`src/hdl/fbm_pkg.sv`:
```
package fbm_pkg;

  // Timing.
  localparam int unsigned CLK_PERIOD_NS  = 10;
  localparam int unsigned MS_NS          = 1000000;
  localparam int unsigned MS_CYCLES_DFLT = MS_NS / CLK_PERIOD_NS;

  // Slave table and per-node timeout words.
  localparam int unsigned NODES     = 64;
  localparam logic [7:0]  TMO_WORDS = 8'h04;
  localparam logic [7:0]  STAT_OFS  = 8'h04;
  localparam logic [5:0]  LAST_NODE = 6'h3f;

  // Rate select codes and processing-time coefficients in microseconds per unit.
  localparam logic [1:0] RATE_500K = 2'h0;
  localparam logic [1:0] RATE_250K = 2'h1;
  localparam logic [1:0] RATE_125K = 2'h2;
  localparam logic [3:0] COEF_500K = 4'h2;
  localparam logic [3:0] COEF_250K = 4'h4;
  localparam logic [3:0] COEF_125K = 4'h8;

  // Processing time terms; the base is in rate units, the frame times in microseconds.
  localparam logic [12:0] BASE_UNITS  = 13'h005e;
  localparam logic [9:0]  TX_FRAME_US = 10'h1f4;
  localparam logic [9:0]  RX_FRAME_US = 10'h12c;
  localparam logic [9:0]  US_PER_MS   = 10'h3e8;

  // Fragmentation.
  localparam logic [8:0] SINGLE_FRAME_MAX = 9'h008;
  localparam logic [9:0] FRAG_ROUND       = 10'h006;
  localparam logic [9:0] FRAG_PAYLOAD     = 10'h007;

  // Transmission cycle steps in ms.
  localparam logic [11:0] CYC_1000 = 12'h3e8;
  localparam logic [11:0] CYC_500  = 12'h1f4;
  localparam logic [11:0] CYC_200  = 12'h0c8;
  localparam logic [11:0] CYC_100  = 12'h064;
  localparam logic [11:0] CYC_50   = 12'h032;
  localparam logic [11:0] CYC_20   = 12'h014;
  localparam logic [11:0] CYC_10   = 12'h00a;

  // Status word bit positions and reset value.
  localparam int unsigned SB_BUS_OFF    = 0;
  localparam int unsigned SB_TX_TMO     = 1;
  localparam int unsigned SB_ANY_TMO    = 2;
  localparam int unsigned SB_NODE_ERR   = 3;
  localparam int unsigned SB_FRAME_LOST = 4;
  localparam int unsigned SB_BUSY       = 5;
  localparam logic [15:0] STATUS_RST    = 16'h0000;

  typedef struct packed {
    logic       present;
    logic [8:0] out_bytes;
    logic [8:0] in_bytes;
  } fbm_entry_t;

  typedef struct packed {
    logic [5:0] node;
    logic [5:0] tx_frames;
    logic [5:0] rx_frames;
    logic [8:0] out_bytes;
    logic [8:0] in_bytes;
  } fbm_poll_t;

  typedef enum logic [1:0] {
    ST_IDLE  = 2'b00,
    ST_READ  = 2'b01,
    ST_ISSUE = 2'b11,
    ST_WAIT  = 2'b10
  } fbm_state_t;

endpackage : fbm_pkg

```
`src/hdl/fbm_slave_ram.sv`:
```
`timescale 1ns/1ps
module fbm_slave_ram
  import fbm_pkg::*;
(
  // Clock.
  input  wire logic       clk,
  // Write port.
  input  wire logic       we,
  input  wire logic [5:0] waddr,
  input  fbm_entry_t      wdata,
  // Read port, data one cycle after the address.
  input  wire logic [5:0] raddr,
  output fbm_entry_t      rdata
);

  fbm_entry_t mem [NODES];

  // No reset on the array; software loads the table before enabling the master role.
  always_ff @(posedge clk) begin
    if (we) begin
      mem[waddr] <= wdata;
    end
    rdata <= mem[raddr];
  end

endmodule : fbm_slave_ram

```
`src/hdl/fbm_scan_sched.sv`:
```
`timescale 1ns/1ps
module fbm_scan_sched
  import fbm_pkg::*;
#(
  parameter int unsigned MS_CYCLES = MS_CYCLES_DFLT
) (
  // Clock and reset.
  input  wire logic        clk,
  input  wire logic        rst,
  // Configuration.
  input  wire logic        role_master,
  input  wire logic [1:0]  rate_sel,
  input  wire logic [11:0] refresh_ms,
  input  wire logic [2:0]  tmo_area,
  input  wire logic [7:0]  tmo_base,
  // Slave table load.
  input  wire logic        tbl_we,
  input  wire logic [5:0]  tbl_node,
  input  fbm_entry_t       tbl_entry,
  // Host word port.
  input  wire logic        host_rd,
  input  wire logic        host_wr,
  input  wire logic [2:0]  host_area,
  input  wire logic [7:0]  host_addr,
  input  wire logic [15:0] host_wdata,
  output logic [15:0]      host_rdata,
  output logic             host_rvalid,
  // Network events from the CAN side.
  input  wire logic        rx_ok,
  input  wire logic        rx_timeout,
  input  wire logic [5:0]  rx_node,
  input  wire logic        node_err,
  input  wire logic        bus_off,
  input  wire logic        can_tx_tmo,
  input  wire logic        poll_done,
  // Scheduler outputs.
  output logic             poll_req,
  output fbm_poll_t        poll,
  output logic             cycle_tick,
  output logic [15:0]      status_word
);

  function automatic logic [5:0] frames(input logic [8:0] n);
    logic [9:0] t;
    t = {1'b0, n} + FRAG_ROUND;
    if (n <= SINGLE_FRAME_MAX) begin
      return 6'h01;
    end
    return 6'(t / FRAG_PAYLOAD);
  endfunction : frames

  function automatic logic [11:0] quant(input logic [11:0] r);
    if (r >= CYC_1000) return CYC_1000;
    if (r >= CYC_500) return CYC_500;
    if (r >= CYC_200) return CYC_200;
    if (r >= CYC_100) return CYC_100;
    if (r >= CYC_50) return CYC_50;
    if (r >= CYC_20) return CYC_20;
    return CYC_10;
  endfunction : quant

  // Timer group.
  logic [16:0] ms_cnt_q, ms_cnt_d;
  logic [11:0] cyc_cnt_q, cyc_cnt_d;
  logic        due_q, due_d;
  logic [11:0] cyc_ms;

  // Sweep group.
  fbm_state_t  st_q, st_d;
  logic [5:0]  idx_q, idx_d;
  logic [23:0] acc_q, acc_d;
  logic        pend_q, pend_d;
  logic        overload_q, overload_d;
  logic        lost_evt_q, lost_evt_d;
  logic        poll_req_d, cycle_tick_d;
  fbm_poll_t   poll_d;
  fbm_entry_t  ent;
  logic [3:0]  coef;
  logic [23:0] slave_us;
  logic [23:0] refresh_us;
  logic [5:0]  fs, fr;

  // Flag and host group.
  logic [63:0] tmo_q, tmo_d;
  logic [15:0] status_d, host_rdata_d;
  logic        node_err_q, node_err_d, lost_q, lost_d;
  logic [7:0]  off;
  logic        hit_tmo, hit_stat;

  fbm_slave_ram u_ram (
    .clk   (clk),
    .we    (tbl_we),
    .waddr (tbl_node),
    .wdata (tbl_entry),
    .raddr (idx_q),
    .rdata (ent)
  );

  assign cyc_ms = quant(refresh_ms);

  always_comb begin
    ms_cnt_d  = ms_cnt_q + 17'h00001;
    cyc_cnt_d = cyc_cnt_q;
    due_d     = 1'b0;
    if (ms_cnt_q == 17'(MS_CYCLES - 1)) begin
      ms_cnt_d  = 17'h00000;
      cyc_cnt_d = cyc_cnt_q + 12'h001;
      if (cyc_cnt_q + 12'h001 >= cyc_ms) begin
        cyc_cnt_d = 12'h000;
        due_d     = 1'b1;
      end
    end
  end

  always_ff @(posedge clk) begin
    if (rst) begin
      ms_cnt_q  <= 17'h00000;
      cyc_cnt_q <= 12'h000;
      due_q     <= 1'b0;
    end else begin
      ms_cnt_q  <= ms_cnt_d;
      cyc_cnt_q <= cyc_cnt_d;
      due_q     <= due_d;
    end
  end

  always_comb begin
    unique case (rate_sel)
      RATE_500K: coef = COEF_500K;
      RATE_250K: coef = COEF_250K;
      default:   coef = COEF_125K;
    endcase
  end

  assign fs = frames(ent.out_bytes);
  assign fr = frames(ent.in_bytes);
  assign slave_us = (24'(BASE_UNITS) + 24'({ent.out_bytes, 3'h0}) + 24'({ent.in_bytes, 3'h0})) * 24'(coef)
                  + 24'(fs) * 24'(TX_FRAME_US) + 24'(fr) * 24'(RX_FRAME_US);
  assign refresh_us = 24'(refresh_ms) * 24'(US_PER_MS);

  always_comb begin
    st_d         = st_q;
    idx_d        = idx_q;
    acc_d        = acc_q;
    pend_d       = pend_q | due_q;
    overload_d   = overload_q;
    lost_evt_d   = 1'b0;
    poll_req_d   = 1'b0;
    cycle_tick_d = 1'b0;
    poll_d       = poll;
    if (due_q && (pend_q || st_q != ST_IDLE)) begin
      lost_evt_d = 1'b1;
    end
    unique case (st_q)
      ST_IDLE: begin
        if (pend_q && role_master) begin
          pend_d       = due_q;
          cycle_tick_d = 1'b1;
          idx_d        = 6'h00;
          acc_d        = 24'h000000;
          st_d         = ST_READ;
        end
      end
      ST_READ: st_d = ST_ISSUE;
      ST_ISSUE, ST_WAIT: begin
        if (st_q == ST_ISSUE && ent.present) begin
          poll_req_d = 1'b1;
          poll_d     = '{node: idx_q, tx_frames: fs, rx_frames: fr,
                         out_bytes: ent.out_bytes, in_bytes: ent.in_bytes};
          acc_d      = acc_q + slave_us;
          st_d       = ST_WAIT;
        end else if (st_q == ST_ISSUE || poll_done) begin
          if (idx_q == LAST_NODE) begin
            overload_d = acc_q > refresh_us;
            st_d       = ST_IDLE;
          end else begin
            idx_d = idx_q + 6'h01;
            st_d  = ST_READ;
          end
        end
      end
    endcase
  end

  always_ff @(posedge clk) begin
    if (rst) begin
      st_q       <= ST_IDLE;
      idx_q      <= 6'h00;
      acc_q      <= 24'h000000;
      pend_q     <= 1'b0;
      overload_q <= 1'b0;
      lost_evt_q <= 1'b0;
      poll_req   <= 1'b0;
      cycle_tick <= 1'b0;
      poll       <= '0;
    end else begin
      st_q       <= st_d;
      idx_q      <= idx_d;
      acc_q      <= acc_d;
      pend_q     <= pend_d;
      overload_q <= overload_d;
      lost_evt_q <= lost_evt_d;
      poll_req   <= poll_req_d;
      cycle_tick <= cycle_tick_d;
      poll       <= poll_d;
    end
  end

  assign off      = host_addr - tmo_base;
  assign hit_tmo  = (host_area == tmo_area) && (off < TMO_WORDS);
  assign hit_stat = (host_area == tmo_area) && (off == STAT_OFS);

  always_comb begin
    tmo_d = tmo_q;
    if (rx_ok) begin
      tmo_d[rx_node] = 1'b0;
    end
    if (rx_timeout) begin
      tmo_d[rx_node] = 1'b1;
    end
    if (!role_master) begin
      tmo_d = 64'h0;
    end
    // Sticky bits; a host write of one clears, a new event in the same cycle wins.
    node_err_d = node_err_q;
    lost_d     = lost_q;
    if (host_wr && hit_stat) begin
      node_err_d = node_err_q & ~host_wdata[SB_NODE_ERR];
      lost_d     = lost_q & ~host_wdata[SB_FRAME_LOST];
    end
    if (node_err || rx_timeout) begin
      node_err_d = 1'b1;
    end
    if (lost_evt_q) begin
      lost_d = 1'b1;
    end
    status_d                = STATUS_RST;
    status_d[SB_BUS_OFF]    = bus_off;
    status_d[SB_TX_TMO]     = can_tx_tmo | overload_q;
    status_d[SB_ANY_TMO]    = |tmo_q;
    status_d[SB_NODE_ERR]   = node_err_q;
    status_d[SB_FRAME_LOST] = lost_q;
    status_d[SB_BUSY]       = st_q != ST_IDLE;
    host_rdata_d = 16'h0000;
    if (hit_tmo) begin
      host_rdata_d = tmo_q[{off[1:0], 4'h0} +: 16];
    end else if (hit_stat) begin
      host_rdata_d = status_word;
    end
  end

  always_ff @(posedge clk) begin
    if (rst) begin
      tmo_q       <= 64'h0;
      node_err_q  <= 1'b0;
      lost_q      <= 1'b0;
      status_word <= STATUS_RST;
      host_rdata  <= 16'h0000;
      host_rvalid <= 1'b0;
    end else begin
      tmo_q       <= tmo_d;
      node_err_q  <= node_err_d;
      lost_q      <= lost_d;
      status_word <= status_d;
      host_rdata  <= host_rd ? host_rdata_d : host_rdata;
      host_rvalid <= host_rd;
    end
  end

  AST_WORD_READ: assert property (@(posedge clk) disable iff (rst) host_rd |=> host_rvalid)
    else $error("read not answered in one cycle");
  AST_TMO_SET: assert property (@(posedge clk) disable iff (rst)
    role_master && rx_timeout |=> tmo_q[$past(rx_node)])
    else $error("timeout bit not set");
  AST_TMO_CLR: assert property (@(posedge clk) disable iff (rst)
    role_master && rx_ok && !rx_timeout |=> !tmo_q[$past(rx_node)])
    else $error("timeout bit not cleared");
  AST_SLAVE_ROLE: assert property (@(posedge clk) disable iff (rst) !role_master |=> tmo_q == 64'h0)
    else $error("timeout bits present in slave role");
  AST_BUS_OFF: assert property (@(posedge clk) disable iff (rst) $fell(bus_off) |=> !status_word[SB_BUS_OFF])
    else $error("bus-off bit did not clear");
  AST_NODE_ERR: assert property (@(posedge clk) disable iff (rst) node_err |=> ##1 status_word[SB_NODE_ERR])
    else $error("node error not reported");
  AST_QUANT: assert property (@(posedge clk) disable iff (rst)
    refresh_ms >= CYC_20 && refresh_ms < CYC_50 |-> cyc_ms == CYC_20)
    else $error("cycle quantization wrong");
  AST_TX_FRAMES: assert property (@(posedge clk) disable iff (rst)
    poll_req |-> (poll.out_bytes <= SINGLE_FRAME_MAX) ? poll.tx_frames == 6'h01
      : (poll.tx_frames * 7 >= poll.out_bytes && (poll.tx_frames - 1) * 7 < poll.out_bytes))
    else $error("tx frame count wrong");
  AST_RX_FRAMES: assert property (@(posedge clk) disable iff (rst)
    poll_req |-> (poll.in_bytes <= SINGLE_FRAME_MAX) ? poll.rx_frames == 6'h01
      : (poll.rx_frames * 7 >= poll.in_bytes && (poll.rx_frames - 1) * 7 < poll.in_bytes))
    else $error("rx frame count wrong");
  AST_OVERLOAD: assert property (@(posedge clk) disable iff (rst) $rose(overload_q) |=> status_word[SB_TX_TMO])
    else $error("overload not reported");
  AST_TICK: assert property (@(posedge clk) disable iff (rst) cycle_tick |=> !cycle_tick && !poll_req)
    else $error("cycle start malformed");

  COV_POLL: cover property (@(posedge clk) disable iff (rst) poll_req && poll.tx_frames > 6'h01);
  COV_OVERLOAD: cover property (@(posedge clk) disable iff (rst) $rose(overload_q));
  COV_TMO: cover property (@(posedge clk) disable iff (rst) rx_timeout ##[1:300] rx_ok);
  COV_HOST: cover property (@(posedge clk) disable iff (rst) host_rd && hit_tmo && role_master);

endmodule : fbm_scan_sched

```
`config.mk`:
```
export PLATFORM = sky130hd
export DESIGN_NAME = fbm_scan_sched
export DESIGN_NICKNAME = d
export VERILOG_FILES = /design/src/hdl/fbm_pkg.sv /design/src/hdl/fbm_slave_ram.sv /design/src/hdl/fbm_scan_sched.sv
export SDC_FILE = /design/constraint.sdc
export NUM_CORES = 2
export LEC_CHECK = 0
export BUFFER_PORTS_ARGS = -buffer_cell sky130_fd_sc_hd__buf_2
export CELL_PAD_IN_SITES_DETAIL_PLACEMENT = 1
export CELL_PAD_IN_SITES_GLOBAL_PLACEMENT = 1
export CORE_MARGIN = 3
export CORE_UTILIZATION = 54
export CTS_CLUSTER_SIZE = 16
export DETAILED_ROUTE_END_ITERATION = 10
export GPL_TIMING_DRIVEN = 0
export PLACE_DENSITY = 0.88
export SYNTH_ARGS = -nofsm -noshare
export SYNTH_HDL_FRONTEND = slang
export SYNTH_SLANG_ARGS = --single-unit
```
`constraint.sdc`:
```
create_clock -name clk -period 11.8 [get_ports clk]
set_input_delay 0.59 -clock clk [delete_from_list [all_inputs] [get_ports clk]]
set_output_delay 0.59 -clock clk [all_outputs]
set_load 0.1 [all_outputs]
```
==> flow_summary.ini <==
[clock_tree]
cts_tree = done
clk_pin_slew_ns = 0.06
cts_root_buf = clkbuf_16
postCtsHoldBufs = 0
clk_latency_ns = 0.79
cts_buffers = 145
clock-sinks = 1425
cts_buffer_depth = 3
cts_max_level = 4

[timing]
rsz0062_at_grt = false
setup_viol = 0
worstMarginPinSlew_ns = 1.38
final_hold_viol_count = 0
fin_crit_ns = 11.42
final_max_slew_viol_count = 0
timing.final.ws_setup_ns = 0.380
fin_skew_ns = 0.0620
period_share_pct = 96.8
maxSlewHeadroom_pct = 8.30
final.setup.tns_ns = 0
fmax_mhz = 87.6

[placed_design]
pre_cts_ws_ns = 0.369
dp_cells = 5666
dp_hpwl_um = 132000
gp_congestion = 0.895
portBuffers = 134

[outcome]
outcome = finished clean

[setup_path]
max_stage_delay_ns = 0.59
critPathSlowestCell = fa_1
cp-start-kind = flip-flop
r2r_slack_ns = 0.38
crit_path_end_kind = flip-flop
crit_start = u_ram.rdata[10]
cp.required_ns = 12.43
critPathArrivalTime_ns = 12.05
r2r-start = u_ram.rdata[10]
crit_fanout = 10
path_class = flip-flop to flip-flop
crit_top_cell = inv_1

[grt]
grt_max_degree = 65
overflow = 0
antenna_found_initial = 28
grtUsageTotal_pct = 36.8
grt_pass1_vias = 43600
grt_pass1_wl_um = 323000

[logic_synthesis]
async_reset_ff_share_pct = 0
synth_top_area_share_pct = 56.9
ys_seq_area_share_pct = 63.4
yosys_warnings = 0
synth_cell_types = 100
netlist_instances = 3934
synth_area_um2 = 64200
synth_edf_count = 1216
ys_ff_latch = 1425
synthTopCellsByArea = edfxtp_1, mux4_2, dfxtp_1
ys.flop_type = edfxtp_1
yosys.area.top_type = edfxtp_1
postSynthAreaPerCell_um2 = 16.3

[power_and_ir_drop]
p_leak_nw = 24.6
max-vdd-ir-drop_mv = 0.173
power.density_nw_per_um2 = 164
finalPower_mw = 12.0

[routing]
dr.first_iter.drc_count = 6594
antenna_left = 0
drc = 0
via_per_inst = 7.10
dr.pass1.iters = 9
vias = 42100
wl_um = 223000
wire_per_inst_um = 37.6

[final_layout]
layout-drive-gt1-share_pct = 22.0
area_growth_pct = 13.7
final_cells = 5937
nets = 4712
final_util_pct = 62.4

[floorplan]
rows = 125
start_util_pct = 54.9
dieArea_um2 = 123000
core-area_um2 = 117000
fp.dieW_um = 351
dieHeight_um = 351
pin_count = 166

[flow_run]
max_cap_violations = 0

[hold_path]
hp-start = can_tx_tmo
hold_path_class = primary input to flip-flop
[per-layer routing]
metal | vias up | wire length, um | GRT usage (%)
li1 | 15900 | - | -
met1 | 21500 | 75500 | 46.4
met2 | 3712 | 106000 | 58.4
met3 | 974 | 26500 | 9.64
met4 | 14 | 15200 | 20.7
met5 | - | 93 | 0
[registers in the layout, indices dropped and copies added, names as in the netlist, 6 cells and up]
name / flops
u_ram.rdata: 19
status_word: 6
cyc_cnt_q: 12
acc_q: 22
u_ram.mem: 1216
idx_q: 6
poll: 36
host_rdata: 16
ms_cnt_q: 17
tmo_q: 64
[layout make-up]
type	instances	area (um2)
Fill cell	10400	44000
Sequential cell	1425	40700
Multi-Input combinational cell	2101	22100
Clock buffer	170	3750
Tap cell	1524	1910
Timing Repair Buffer	200	1750
Clock inverter	91	1070
Inverter	226	848
Buffer	191	805
Antenna cell	9	22.5
[kinds of logic (layout without fill, tap and decap cells)]
group / count (synthesis) / count (layout) / synth area share (%)
DFF: 1425 / 1425 / 63.4
and+or+nand+nor: 753 / 753 / 5.57
muxes: 424 / 424 / 14.7
AOI/OAI and AO/OA: 496 / 496 / 4.86
other: 2 / 20 / 0.0117
adders and majority gates: 328 / 328 / 7.62
xor gates and xnor gates: 89 / 89 / 1.23
buffers and inverters: 417 / 878 / 2.57
[power breakdown]
group / switching (mW) / leakage (nW) / total, mW / internal (mW)
Clock: 2.19 / 2.34 / 4.84 / 2.65
Combinational: 1.01 / 9.62 / 1.62 / 0.610
Sequential: 0.0167 / 12.6 / 5.51 / 5.49
[final timing paths]
check,cells after the start,end
worst max-delay path,45,acc_q[21]
worst min-delay path,3,status_word[1]
worst max register to register,45,acc_q[21]
worst min register to register,2,poll[14]
[Yosys cell counts, types with 74 or more instances]
library cell	instances
inv_1	226
fa_1	105
nand3_1	74
dfxtp_1	209
ha_1	222
o21ai_0	128
mux4_2	415
edfxtp_1	1216
clkbuf_1	126
a21oi_1	177
nand2_1	264
nor2_1	186
[per-stage QoR]
step | hold WS [ns] | area [um2]
global route | 0.0696 | 72900
detailed placement | 0.436 | 68000
CTS | 0.00987 | 72800
floorplan | 0.416 | 64200
global placement | 0.425 | 66800
finish | 0.0462 | 73000
[what timing repair did]
action | in CTS | in global routing
setup buffers | 0 | 1
endpoints found under the hold margin | 0 | 0
resized for setup | 1 | 14
setup endpoints to repair | 1 | 8
pin swaps | 0 | 3
[critical path: cells and delay by family (launching register included)]
kind	cells	cell delay [ns]
compound gates	15	3.50
xor+xnor	2	0.33
fa+ha+maj	11	4.60
buf+inv	10	1.07
flops	1	0.40
mux	1	0.21
simple gates	6	1.14
[placed cells by master (no fill, tap or decap), types with 14 or more instances in the layout]
| master | n |
|---|---|
| o21ai_0 | 127 |
| o211ai_1 | 14 |
| nor2_2 | 62 |
| clkinv_2 | 21 |
| nand3_1 | 74 |
| nor4_1 | 23 |
| mux4_2 | 415 |
| nand2_1 | 264 |
| nand2b_1 | 44 |
| buf_1 | 38 |
| xor2_1 | 37 |
| and2_1 | 16 |
| fa_1 | 105 |
| dfxtp_1 | 209 |
| xnor2_1 | 50 |
| a22oi_1 | 15 |
| and3_1 | 16 |
| bufinv_16 | 15 |
| clkbuf_16 | 145 |
| inv_1 | 226 |
| clkinv_1 | 32 |
| edfxtp_1 | 1216 |
| nor2_1 | 124 |
| nor3_1 | 19 |
| nor2b_1 | 20 |
| a21oi_1 | 176 |
| buf_4 | 33 |
| a21o_1 | 28 |
| buf_2 | 125 |
| nand4_1 | 23 |
| clkbuf_1 | 148 |
| buf_8 | 57 |
| ha_1 | 222 |
No activity file was read; power rests on OpenSTA's default activity.
